`src/port_cfg_pkg.sv`:
```
package port_cfg_pkg;
    // Register offsets on the plain register port (8-bit address)
    localparam logic [7:0] ADDR_P1_LOW = 8'h00;
    localparam logic [7:0] ADDR_P1_HIGH = 8'h01;
    localparam logic [7:0] ADDR_P2_LOW = 8'h02;
    localparam logic [7:0] ADDR_P2_HIGH = 8'h03;
    localparam logic [7:0] ADDR_P3_LOW = 8'h04;
    localparam logic [7:0] ADDR_P3_HIGH = 8'h05;
    localparam logic [7:0] ADDR_MOD0_CTRL = 8'h06;
    localparam logic [7:0] ADDR_P1_LATCH = 8'h07;
    localparam logic [7:0] ADDR_P2_LATCH = 8'h08;
    localparam logic [7:0] ADDR_P3_LATCH = 8'h09;
    localparam logic [7:0] ADDR_P1_PINS = 8'h0A;
    localparam logic [7:0] ADDR_P2_PINS = 8'h0B;
    localparam logic [7:0] ADDR_P3_PINS = 8'h0C;

    // Reset values
    localparam logic [7:0] MODE_RESET = 8'h00;
    localparam logic [7:0] LATCH_RESET = 8'hFF;
    localparam logic [7:0] ZERO_BYTE = 8'h00;

    // Modulator control field layout
    localparam int MOD0_EN_BIT = 7;
    localparam int MOD0_PIN = 0;

    // Pin drive modes, high bit from the high register
    typedef enum logic [1:0] {
        MODE_OPEN_DRAIN = 2'h0,
        MODE_QUASI = 2'h1,
        MODE_HIGH_Z = 2'h2,
        MODE_PUSH_PULL = 2'h3
    } pin_mode_e;
endpackage

```
`src/port_pin_mode_config.sv`:
```
`timescale 1ns/1ps
`default_nettype none

// How it works
// - Port 2 pin mode from same-position bits
// - Port 3 pin mode from its register pair
// - Code 00 is open-drain, low only
// - Code 01 is quasi-bidirectional
// - Code 10 is high-impedance, driver off
// - Code 11 is push-pull from latch
// - Port 3 uses the same encoding
// - Port 1 uses the same encoding
// - Modulator 0 enable takes over pin
module port_pin_mode_config (
    // Clock and reset
    input wire logic clk,
    input wire logic rst_n,
    // Register port
    input wire logic [7:0] reg_addr,
    input wire logic [7:0] reg_wdata,
    input wire logic reg_wr,
    input wire logic reg_rd,
    output logic [7:0] reg_rdata,
    // Modulator 0 waveform
    input wire logic mod0_wave,
    // Port 1 pins
    input wire logic [7:0] p1_in,
    output logic [7:0] p1_out,
    output logic [7:0] p1_oe_n,
    // Port 2 pins
    input wire logic [7:0] p2_in,
    output logic [7:0] p2_out,
    output logic [7:0] p2_oe_n,
    // Port 3 pins
    input wire logic [7:0] p3_in,
    output logic [7:0] p3_out,
    output logic [7:0] p3_oe_n
);

    ////////////////////////////////////////////////////////////////////////
    // Drive decision for one pin: {oe_n, out}
    function automatic logic [1:0] pin_drive(input logic hi, input logic lo,
                                             input logic val);
        port_cfg_pkg::pin_mode_e mode;
        mode = port_cfg_pkg::pin_mode_e'({hi, lo});
        unique case (mode)
            port_cfg_pkg::MODE_OPEN_DRAIN: pin_drive = {val, 1'b0};
            // Weak pull-up is external; only low is driven strongly
            port_cfg_pkg::MODE_QUASI: pin_drive = {val, 1'b0};
            port_cfg_pkg::MODE_HIGH_Z: pin_drive = {1'b1, 1'b0};
            port_cfg_pkg::MODE_PUSH_PULL: pin_drive = {1'b0, val};
        endcase
    endfunction

    // Byte-wide views: every port goes through the same two calls, so
    // the encoding cannot drift from one port to the next
    function automatic logic [7:0] port_oe_n(input logic [7:0] hi,
                                             input logic [7:0] lo,
                                             input logic [7:0] val);
        logic [1:0] one;
        port_oe_n = port_cfg_pkg::ZERO_BYTE;
        for (int i = 0; i < 8; i++) begin
            one = pin_drive(hi[i], lo[i], val[i]);
            port_oe_n[i] = one[1];
        end
    endfunction

    function automatic logic [7:0] port_out(input logic [7:0] hi,
                                            input logic [7:0] lo,
                                            input logic [7:0] val);
        logic [1:0] one;
        port_out = port_cfg_pkg::ZERO_BYTE;
        for (int i = 0; i < 8; i++) begin
            one = pin_drive(hi[i], lo[i], val[i]);
            port_out[i] = one[0];
        end
    endfunction

    ////////////////////////////////////////////////////////////////////////
    // Registers
    logic [7:0] p1_low, p1_high, p2_low, p2_high, p3_low, p3_high;
    logic [7:0] p1_latch, p2_latch, p3_latch;
    logic mod0_enable;
    logic [7:0] p1_sync1, p1_sync2, p2_sync1, p2_sync2, p3_sync1, p3_sync2;
    logic mod0_sync1, mod0_sync2;

    ////////////////////////////////////////////////////////////////////////
    // Pin model: each pin is a pad with an output value and an active-low
    // enable. Open-drain and quasi modes only ever drive a low; a high is
    // left to the external pull-up, so a slow rising edge is the price of
    // never fighting another driver on a shared line. Quasi mode has no
    // strong high pulse here, a limitation software must allow for.
    // High-impedance keeps the driver off whatever the latch holds, and
    // push-pull drives both levels straight from the latch.
    // Pin levels come back through two flops, so a read of a pin register
    // shows what the pad saw two to three cycles earlier.

    // Address hits for the read select
    wire hit_p1_low = reg_addr == port_cfg_pkg::ADDR_P1_LOW;
    wire hit_p1_high = reg_addr == port_cfg_pkg::ADDR_P1_HIGH;
    wire hit_p2_low = reg_addr == port_cfg_pkg::ADDR_P2_LOW;
    wire hit_p2_high = reg_addr == port_cfg_pkg::ADDR_P2_HIGH;
    wire hit_p3_low = reg_addr == port_cfg_pkg::ADDR_P3_LOW;
    wire hit_p3_high = reg_addr == port_cfg_pkg::ADDR_P3_HIGH;
    wire hit_mod0 = reg_addr == port_cfg_pkg::ADDR_MOD0_CTRL;
    wire hit_p1_latch = reg_addr == port_cfg_pkg::ADDR_P1_LATCH;
    wire hit_p2_latch = reg_addr == port_cfg_pkg::ADDR_P2_LATCH;
    wire hit_p3_latch = reg_addr == port_cfg_pkg::ADDR_P3_LATCH;
    wire hit_p1_pins = reg_addr == port_cfg_pkg::ADDR_P1_PINS;
    wire hit_p2_pins = reg_addr == port_cfg_pkg::ADDR_P2_PINS;
    wire hit_p3_pins = reg_addr == port_cfg_pkg::ADDR_P3_PINS;

    // Write decode
    wire wr_p1_low = reg_wr && reg_addr == port_cfg_pkg::ADDR_P1_LOW;
    wire wr_p1_high = reg_wr && reg_addr == port_cfg_pkg::ADDR_P1_HIGH;
    wire wr_p2_low = reg_wr && reg_addr == port_cfg_pkg::ADDR_P2_LOW;
    wire wr_p2_high = reg_wr && reg_addr == port_cfg_pkg::ADDR_P2_HIGH;
    wire wr_p3_low = reg_wr && reg_addr == port_cfg_pkg::ADDR_P3_LOW;
    wire wr_p3_high = reg_wr && reg_addr == port_cfg_pkg::ADDR_P3_HIGH;
    wire wr_mod0 = reg_wr && reg_addr == port_cfg_pkg::ADDR_MOD0_CTRL;
    wire wr_p1_latch = reg_wr && reg_addr == port_cfg_pkg::ADDR_P1_LATCH;
    wire wr_p2_latch = reg_wr && reg_addr == port_cfg_pkg::ADDR_P2_LATCH;
    wire wr_p3_latch = reg_wr && reg_addr == port_cfg_pkg::ADDR_P3_LATCH;

    // Port 1 mode registers; reset leaves every pin open-drain
    always_ff @(posedge clk) begin
        if (!rst_n) begin
            p1_low <= port_cfg_pkg::MODE_RESET;
            p1_high <= port_cfg_pkg::MODE_RESET;
        end else begin
            if (wr_p1_low) p1_low <= reg_wdata;
            if (wr_p1_high) p1_high <= reg_wdata;
        end
    end

    // Port 2 mode registers
    always_ff @(posedge clk) begin
        if (!rst_n) begin
            p2_low <= port_cfg_pkg::MODE_RESET;
            p2_high <= port_cfg_pkg::MODE_RESET;
        end else begin
            if (wr_p2_low) p2_low <= reg_wdata;
            if (wr_p2_high) p2_high <= reg_wdata;
        end
    end

    // Port 3 mode registers
    always_ff @(posedge clk) begin
        if (!rst_n) begin
            p3_low <= port_cfg_pkg::MODE_RESET;
            p3_high <= port_cfg_pkg::MODE_RESET;
        end else begin
            if (wr_p3_low) p3_low <= reg_wdata;
            if (wr_p3_high) p3_high <= reg_wdata;
        end
    end

    // Output latches; reset high so open-drain pins start released
    always_ff @(posedge clk) begin
        if (!rst_n) begin
            p1_latch <= port_cfg_pkg::LATCH_RESET;
            p2_latch <= port_cfg_pkg::LATCH_RESET;
            p3_latch <= port_cfg_pkg::LATCH_RESET;
        end else begin
            if (wr_p1_latch) p1_latch <= reg_wdata;
            if (wr_p2_latch) p2_latch <= reg_wdata;
            if (wr_p3_latch) p3_latch <= reg_wdata;
        end
    end

    // Modulator enable; off after reset so the latch owns the pin until
    // software hands it over
    always_ff @(posedge clk) begin
        if (!rst_n) begin
            mod0_enable <= 1'b0;
        end else begin
            if (wr_mod0) mod0_enable <= reg_wdata[port_cfg_pkg::MOD0_EN_BIT];
        end
    end

    // Pin and waveform synchronisers; first stage feeds only the second.
    // Reset clears both stages so no stale level leaks out after reset.
    // Port 1 pin synchroniser
    always_ff @(posedge clk) begin
        if (!rst_n) begin
            p1_sync1 <= port_cfg_pkg::ZERO_BYTE;
            p1_sync2 <= port_cfg_pkg::ZERO_BYTE;
        end else begin
            p1_sync1 <= p1_in;
            p1_sync2 <= p1_sync1;
        end
    end

    // Port 2 pin synchroniser
    always_ff @(posedge clk) begin
        if (!rst_n) begin
            p2_sync1 <= port_cfg_pkg::ZERO_BYTE;
            p2_sync2 <= port_cfg_pkg::ZERO_BYTE;
        end else begin
            p2_sync1 <= p2_in;
            p2_sync2 <= p2_sync1;
        end
    end

    // Port 3 pin synchroniser
    always_ff @(posedge clk) begin
        if (!rst_n) begin
            p3_sync1 <= port_cfg_pkg::ZERO_BYTE;
            p3_sync2 <= port_cfg_pkg::ZERO_BYTE;
        end else begin
            p3_sync1 <= p3_in;
            p3_sync2 <= p3_sync1;
        end
    end

    // Modulator waveform synchroniser; it comes from another clock
    always_ff @(posedge clk) begin
        if (!rst_n) begin
            mod0_sync1 <= 1'b0;
            mod0_sync2 <= 1'b0;
        end else begin
            mod0_sync1 <= mod0_wave;
            mod0_sync2 <= mod0_sync1;
        end
    end

    ////////////////////////////////////////////////////////////////////////
    // Read path: data stand one cycle after the strobe, zero otherwise.
    // An and-or select gives zero for unmapped addresses with no default
    // arm, and keeps the mux flat for timing.
    wire [7:0] mod0_byte = 8'(mod0_enable) << port_cfg_pkg::MOD0_EN_BIT;
    wire [7:0] read_mux =
        ({8{hit_p1_low}} & p1_low) |
        ({8{hit_p1_high}} & p1_high) |
        ({8{hit_p2_low}} & p2_low) |
        ({8{hit_p2_high}} & p2_high) |
        ({8{hit_p3_low}} & p3_low) |
        ({8{hit_p3_high}} & p3_high) |
        ({8{hit_mod0}} & mod0_byte) |
        ({8{hit_p1_latch}} & p1_latch) |
        ({8{hit_p2_latch}} & p2_latch) |
        ({8{hit_p3_latch}} & p3_latch) |
        ({8{hit_p1_pins}} & p1_sync2) |
        ({8{hit_p2_pins}} & p2_sync2) |
        ({8{hit_p3_pins}} & p3_sync2);

    always_ff @(posedge clk) begin
        if (!rst_n) reg_rdata <= port_cfg_pkg::ZERO_BYTE;
        else if (reg_rd) reg_rdata <= read_mux;
        else reg_rdata <= port_cfg_pkg::ZERO_BYTE;
    end

    ////////////////////////////////////////////////////////////////////////
    // Port 1 value with modulator 0 takeover of its pin
    logic [7:0] p1_value;
    always_comb begin
        p1_value = p1_latch;
        if (mod0_enable) p1_value[port_cfg_pkg::MOD0_PIN] = mod0_sync2;
    end

    // Next pad state per port; registering it costs a cycle of latency
    // but keeps glitches from the decode off the pins
    wire [7:0] next_p1_oe_n = port_oe_n(p1_high, p1_low, p1_value);
    wire [7:0] next_p1_out = port_out(p1_high, p1_low, p1_value);
    wire [7:0] next_p2_oe_n = port_oe_n(p2_high, p2_low, p2_latch);
    wire [7:0] next_p2_out = port_out(p2_high, p2_low, p2_latch);
    wire [7:0] next_p3_oe_n = port_oe_n(p3_high, p3_low, p3_latch);
    wire [7:0] next_p3_out = port_out(p3_high, p3_low, p3_latch);

    // Port 1 pads; drivers off while in reset
    always_ff @(posedge clk) begin
        if (!rst_n) begin
            p1_oe_n <= port_cfg_pkg::LATCH_RESET;
            p1_out <= port_cfg_pkg::ZERO_BYTE;
        end else begin
            p1_oe_n <= next_p1_oe_n;
            p1_out <= next_p1_out;
        end
    end

    // Port 2 pads
    always_ff @(posedge clk) begin
        if (!rst_n) begin
            p2_oe_n <= port_cfg_pkg::LATCH_RESET;
            p2_out <= port_cfg_pkg::ZERO_BYTE;
        end else begin
            p2_oe_n <= next_p2_oe_n;
            p2_out <= next_p2_out;
        end
    end

    // Port 3 pads
    always_ff @(posedge clk) begin
        if (!rst_n) begin
            p3_oe_n <= port_cfg_pkg::LATCH_RESET;
            p3_out <= port_cfg_pkg::ZERO_BYTE;
        end else begin
            p3_oe_n <= next_p3_oe_n;
            p3_out <= next_p3_out;
        end
    end

endmodule

`default_nettype wire

```
`config.mk`:
```
export PLATFORM = sky130hd
export DESIGN_NAME = port_pin_mode_config
export DESIGN_NICKNAME = d
export VERILOG_FILES = /design/src/port_cfg_pkg.sv /design/src/port_pin_mode_config.sv
export SDC_FILE = /design/constraint.sdc
export NUM_CORES = 1
export LEC_CHECK = 0
export ABC_CLOCK_PERIOD_IN_PS = 2800
export BUFFER_PORTS_ARGS = -buffer_cell sky130_fd_sc_hd__buf_2
export CORE_MARGIN = 5
export CORE_UTILIZATION = 56
export CTS_CLUSTER_DIAMETER = 100
export CTS_CLUSTER_SIZE = 30
export DETAILED_ROUTE_END_ITERATION = 8
export GPL_TIMING_DRIVEN = 0
export PLACE_DENSITY_LB_ADDON = 0.05
export SLEW_MARGIN = 20
export SYNTH_ARGS = -nofsm -noshare
export SYNTH_HDL_FRONTEND = slang
export SYNTH_SLANG_ARGS = --single-unit
```
`constraint.sdc`:
```
create_clock -name clk -period 2.8 [get_ports clk]
set_input_delay 0.7 -clock clk [delete_from_list [all_inputs] [get_ports clk]]
set_output_delay 0.7 -clock clk [all_outputs]
set_load 0.03 [all_outputs]
```
== After elaboration in Yosys (flattened, before gate mapping) ==
Index checks and enable logic that the tools add are counted.

* Reduce and logical (&&, ||, !) cells: 60
* Mux-type cells: 25
* Eq/ne operators: 84
* Bitwise operators: 25

{| class="wikitable"
|+ Operator list
! kind !! count
|-
| $pmux W2 S3 || 24
|-
| $and A8 B8 Y8 || 13
|-
| $eq A2 B2 Y1 const B || 48
|-
| $or A8 B8 Y8 || 12
|-
| $eq A2 B1 Y1 const B || 24
|-
| $logic_not A2 Y1 || 24
|-
| $reduce_or A2 Y1 || 24
|-
| $eq A8 B4 Y1 const B || 5
|-
| $eq A8 B3 Y1 const B || 4
|-
| $eq A8 B2 Y1 const B || 2
|-
| $logic_and A1 B1 Y1 || 10
|-
| $eq A8 B1 Y1 const B || 1
|-
| $logic_not A8 Y1 || 1
|-
| $reduce_and A2 Y1 || 1
|-
| $mux W1 || 1
|}

* Register bits: 179
* Output and inout bits: 56

== Depth between registers and ports, before layout ==
* Depth after elaboration: 14
* Mapped depth: 8

== Least setup slack after synthesis ==
No wires, ideal clock.

* Kind: input to register
* Start: input reg_addr[5]
* End: register p1_high[7]
* Library setup time: 116 ps
* Setup slack: 192 ps
* Data required time: 2684 ps
* Cell stages on the path: 8
* Arrival time: 2492 ps
* Path through: or4_4 -> buf_6 -> or4b_4 -> buf_6 -> nor2b_4 -> buf_6 -> mux2i_1 -> nor2b_1

* Cells in the longest elaborated chain, start to end: 2

{| class="wikitable"
|+ Ends and longest elaborated chain
! element !! line !! text
|-
| from (decl) || port_pin_mode_config.sv:19 || <nowiki>input wire logic [7:0] reg_addr,</nowiki>
|-
| $eq A8 B1 Y1 || port_pin_mode_config.sv:115 || <nowiki>wire wr_p1_high = reg_wr && reg_addr == port_cfg_pkg::ADDR_P1_HIGH;</nowiki>
|-
| $logic_and A1 B1 Y1 || port_pin_mode_config.sv:115 ||
|-
| to (signal assigned) || port_pin_mode_config.sv:129 || <nowiki>p1_high <= port_cfg_pkg::MODE_RESET;</nowiki>
|-
| to (signal assigned) || port_pin_mode_config.sv:132 || <nowiki>if (wr_p1_high) p1_high <= reg_wdata;</nowiki>
|-
| to (decl) || port_pin_mode_config.sv:81 || <nowiki>logic [7:0] p1_low, p1_high, p2_low, p2_high, p3_low, p3_high;</nowiki>
|}

Every way passes these cells.
A chain may end at the register's enable or synchronous reset.

== Worst setup path after layout ==
* Start: input reg_addr[1]
* End: register reg_rdata[4]

* Cells in the longest elaborated chain, start to end: 14

{| class="wikitable"
|+ Ends and longest elaborated chain
! element !! line !! text
|-
| $eq A8 B1 Y1 or $logic_not A8 Y1 (tied branches) || port_pin_mode_config.sv:100, port_pin_mode_config.sv:99 ||
|-
| $and A8 B8 Y8 (on tied branches) || port_pin_mode_config.sv:234, port_pin_mode_config.sv:233 ||
|-
| $or A8 B8 Y8 || port_pin_mode_config.sv:233 || <nowiki>({8{hit_p1_low}} & p1_low) |</nowiki>
|-
| $or A8 B8 Y8 || port_pin_mode_config.sv:234 || <nowiki>({8{hit_p1_high}} & p1_high) |</nowiki>
|-
| $or A8 B8 Y8 || port_pin_mode_config.sv:235 || <nowiki>({8{hit_p2_low}} & p2_low) |</nowiki>
|-
| $or A8 B8 Y8 || port_pin_mode_config.sv:236 || <nowiki>({8{hit_p2_high}} & p2_high) |</nowiki>
|-
| $or A8 B8 Y8 || port_pin_mode_config.sv:237 || <nowiki>({8{hit_p3_low}} & p3_low) |</nowiki>
|-
| $or A8 B8 Y8 || port_pin_mode_config.sv:238 || <nowiki>({8{hit_p3_high}} & p3_high) |</nowiki>
|-
| $or A8 B8 Y8 || port_pin_mode_config.sv:239 || <nowiki>({8{hit_mod0}} & mod0_byte) |</nowiki>
|-
| $or A8 B8 Y8 || port_pin_mode_config.sv:240 || <nowiki>({8{hit_p1_latch}} & p1_latch) |</nowiki>
|-
| $or A8 B8 Y8 || port_pin_mode_config.sv:241 || <nowiki>({8{hit_p2_latch}} & p2_latch) |</nowiki>
|-
| $or A8 B8 Y8 || port_pin_mode_config.sv:242 || <nowiki>({8{hit_p3_latch}} & p3_latch) |</nowiki>
|-
| $or A8 B8 Y8 || port_pin_mode_config.sv:243 || <nowiki>({8{hit_p1_pins}} & p1_sync2) |</nowiki>
|-
| $or A8 B8 Y8 * || port_pin_mode_config.sv:244 || <nowiki>({8{hit_p2_pins}} & p2_sync2) |</nowiki>
|-
| to (signal assigned) || port_pin_mode_config.sv:248 || <nowiki>if (!rst_n) reg_rdata <= port_cfg_pkg::ZERO_BYTE;</nowiki>
|-
| to (signal assigned) || port_pin_mode_config.sv:249 || <nowiki>else if (reg_rd) reg_rdata <= read_mux;</nowiki>
|-
| to (signal assigned) || port_pin_mode_config.sv:250 || <nowiki>else reg_rdata <= port_cfg_pkg::ZERO_BYTE;</nowiki>
|-
| to (decl) || port_pin_mode_config.sv:23 || <nowiki>output logic [7:0] reg_rdata,</nowiki>
|}

Every way passes the cells marked *; elsewhere a longest branch is shown, timed or not.

==> flow_summary_export.csv <==
group,metric,value,unit
timing,fin_skew,0.007131,ns
synthesis,ys_warn_count,0,
synthesis,synth_fp_nets,731,
cells_and_area,syn_to_final_growth,18.21,%
global_routing,use_met3,7.250,%
pwr,combPwrFrac,4.9,%
floorplanning,die-area,14520,um^2
clocking,clkSinkCount,179,
outcome,status,"complete, no violations",
timing,fmax,380.2,MHz
pwr,leakagePower,3.315,nW
flow_run,maxCapViolCount,0,
timing,final_max_slew_viol_count,0,
route,drt-total-wl,19930,um
route,via_per_inst,5.847,
pwr,ir_drop,0.6035,mV
timing,worst_slew_pin_slew,0.9833,ns
pwr,p_sw_share,21.39,%
synthesis,yosysUniqueCellTypes,49,
synthesis,synth_seq_cells,179,
synthesis,synth_area_leaders,"dfxtp_1 52%, mux2i_1 9.8%, nand2_1 5.6%",
pwr,powerDensity,658.4,nW/um^2
clocking,cts_setup_buffers,0,
clocking,h-tree-depth,4,
synthesis,ys_seq_area_share,52.41,%
global_routing,met1_usage,36.27,%
timing,fin_crit_sh,93.93,%
timing,setup_violations,0,
synthesis,synth_top_area_share,52.41,%
pwr,p_switching,1.139,mW
global_routing,use_met2,45.55,%
synthesis,avgSynthCellArea,9.968,um^2
cells_and_area,diodes,0,
global_routing,overflow,0,
timing,setup_tns,0,ns
pwr,intPower,4.183,mW
cells_and_area,layout-drive-gt1-share,19.18,%
global_routing,top_usage_layer,"met2",
route,drc_errors,0,
floorplanning,start_util,56.93,%
cells_and_area,layout_common_cells,"179 x dfxtp_1, 102 x nand2_1, 98 x buf_2",
place,numPortBuffers,89,
floorplanning,row_count,40,
global_routing,grt_pass1_wl,30690,um
timing,hold_viol,0,
hold_path,min_path_type,"reg -> reg",
floorplanning,die_x,120.5,um
clocking,cts_made_buffers,17,
critical_path,crit_type,"in -> reg",
critical_path,path_max_fanout,10,
timing,whs,0.4321,ns
route,ant_nets,0,
pwr,pwr-share-seq,48.8,%
global_routing,grt_pass1_vias,5513,
synthesis,syn_area,6838,um^2
global_routing,grt_max_degree,17,
place,hpwl,14500,um
critical_path,arrival,2.92,ns
floorplanning,io_pins,101,
floorplanning,coreArea,12010,um^2
clocking,clock_latency,0.43,ns
critical_path,end_kind,"register",
timing,period_minus_slack,2.630,ns
pwr,clock_power_share,46.3,%
synthesis,async_flop_share,0,%
route,routedWlPerCell,20.98,um
route,vias,5555,
timing,final.setup.worst_slack,0.1699,ns
place,gp_congestion,0.9609,
critical_path,critPathLaunchType,"primary input",
place,dpl_worst_slack,-0.5064,ns
timing,rsz0062_at_grt,"no",
route,drtPass1Iterations,5,
synthesis,synth_ff_type,"dfxtp_1",
critical_path,crit_required,3.09,ns
route,drt_iter0_markers,499,
global_routing,grt_usage,27.98,%
clocking,cts.path.max_buffers,2,
synthesis,yosys.area.top_type,"dfxtp_1",
floorplanning,die_h,120.5,um
synthesis,synth_enable_flop_cells,0,
clocking,clkSlewWorstSetupHoldPaths,0.06,ns
clocking,cts_tree,"done",
synthesis,syn_inst,686,
cells_and_area,fin_nets,837,
timing,slew_headroom,33.55,%
cells_and_area,utilization,67.29,%
cells_and_area,layout_commonest_cell,"dfxtp_1",
global_routing,antenna_found_initial,0,
clocking,clockRootBuffer,"clkbuf_16",
-- power groups by stage --
stage,clock (mW),sequential [mW],combinational [mW]
after floorplan,0,2.65,0.153
after global placement,0,2.65,0.251
after detailed placement,0,2.65,0.254
after CTS,2.48,2.60,0.257
after global routing,2.60,2.60,0.280
final,2.46,2.60,0.262
-- Yosys cell counts (all sizes together) (2+ instances only) --
cell / instances
nand3: 33
a21o: 2
nor3: 3
mux2: 13
and2: 53
a22o: 3
buf: 14
and4: 24
clkbuf: 35
dfxtp: 179
a2bb2oi: 2
o21ai: 35
nor2b: 55
mux4: 2
nor4: 2
nand2b: 2
nor4b: 2
nand4: 2
a31oi: 9
a32oi: 3
and3: 5
mux2i: 67
o211ai: 2
and3b: 2
nor4bb: 2
a22oi: 3
a32o: 2
nand2: 102
a21oi: 6
nor2: 9
-- final cells by class --
cell class,count,area [um^2]
buffer,47,211.5
tap,147,183.9
sequential,179,3583
multi-input combinational,457,3049
fill,998,3929
timing repair buffer,89,445.4
clock inverter,9,155.1
inverter,1,3.754
clock buffer,21,450.4
-- worst paths after layout --
path | slack, ns | end | cells after the start | start
max | 0.17 | reg_rdata[4] | 8 | reg_addr[1]
min | 0.43 | p3_sync2[3] | 1 | p3_sync1[3]
max reg2reg | 1.26 | reg_rdata[1] | 4 | p3_latch[1]
min reg2reg | 0.43 | p3_sync2[3] | 1 | p3_sync1[3]
-- what timing repair did --
action                                  CTS  global route
hold buffers                              0             0
endpoints found under the setup margin   22            15
resized for setup                         2             3
-- metrics by stage --
stage,power [mW],area (um^2),instances
6_report,5.322,8083,950
5_1_grt,5.481,8083,950
4_1_cts,5.328,8079,951
3_5_place_dp,2.906,7467,922
3_3_place_gp,2.903,7467,922
2_1_floorplan,2.799,6838,686
-- critical path, stage by stage --
cell and delay [ns]:
clkbuf_1 0.46, clkbuf_2 0.44, buf_1 0.47, nor2_1 0.18, a32oi_1 0.24, o21ai_0 0.11
a2bb2oi_1 0.19, o21ai_1 0.11
-- cell families (layout without fill, tap and decap cells) --
logic type,count (synthesis),in the layout,share of synthesized area [%]
AO/OA/AOI/OAI,75,75,6.880
buffers and inverters,50,167,3.239
flip-flops,179,179,52.41
multiplexers,82,82,12.61
AND/OR/NAND/NOR,300,300,24.87
-- routing by layer --
layer | vias to the layer above | wire, um
met3 | 44 | 1347
met2 | 238 | 9444
met1 | 2694 | 8602
met5 | - | 0
li1 | 2579 | -
met4 | 0 | 537
Power figures use the tool's default switching activity.
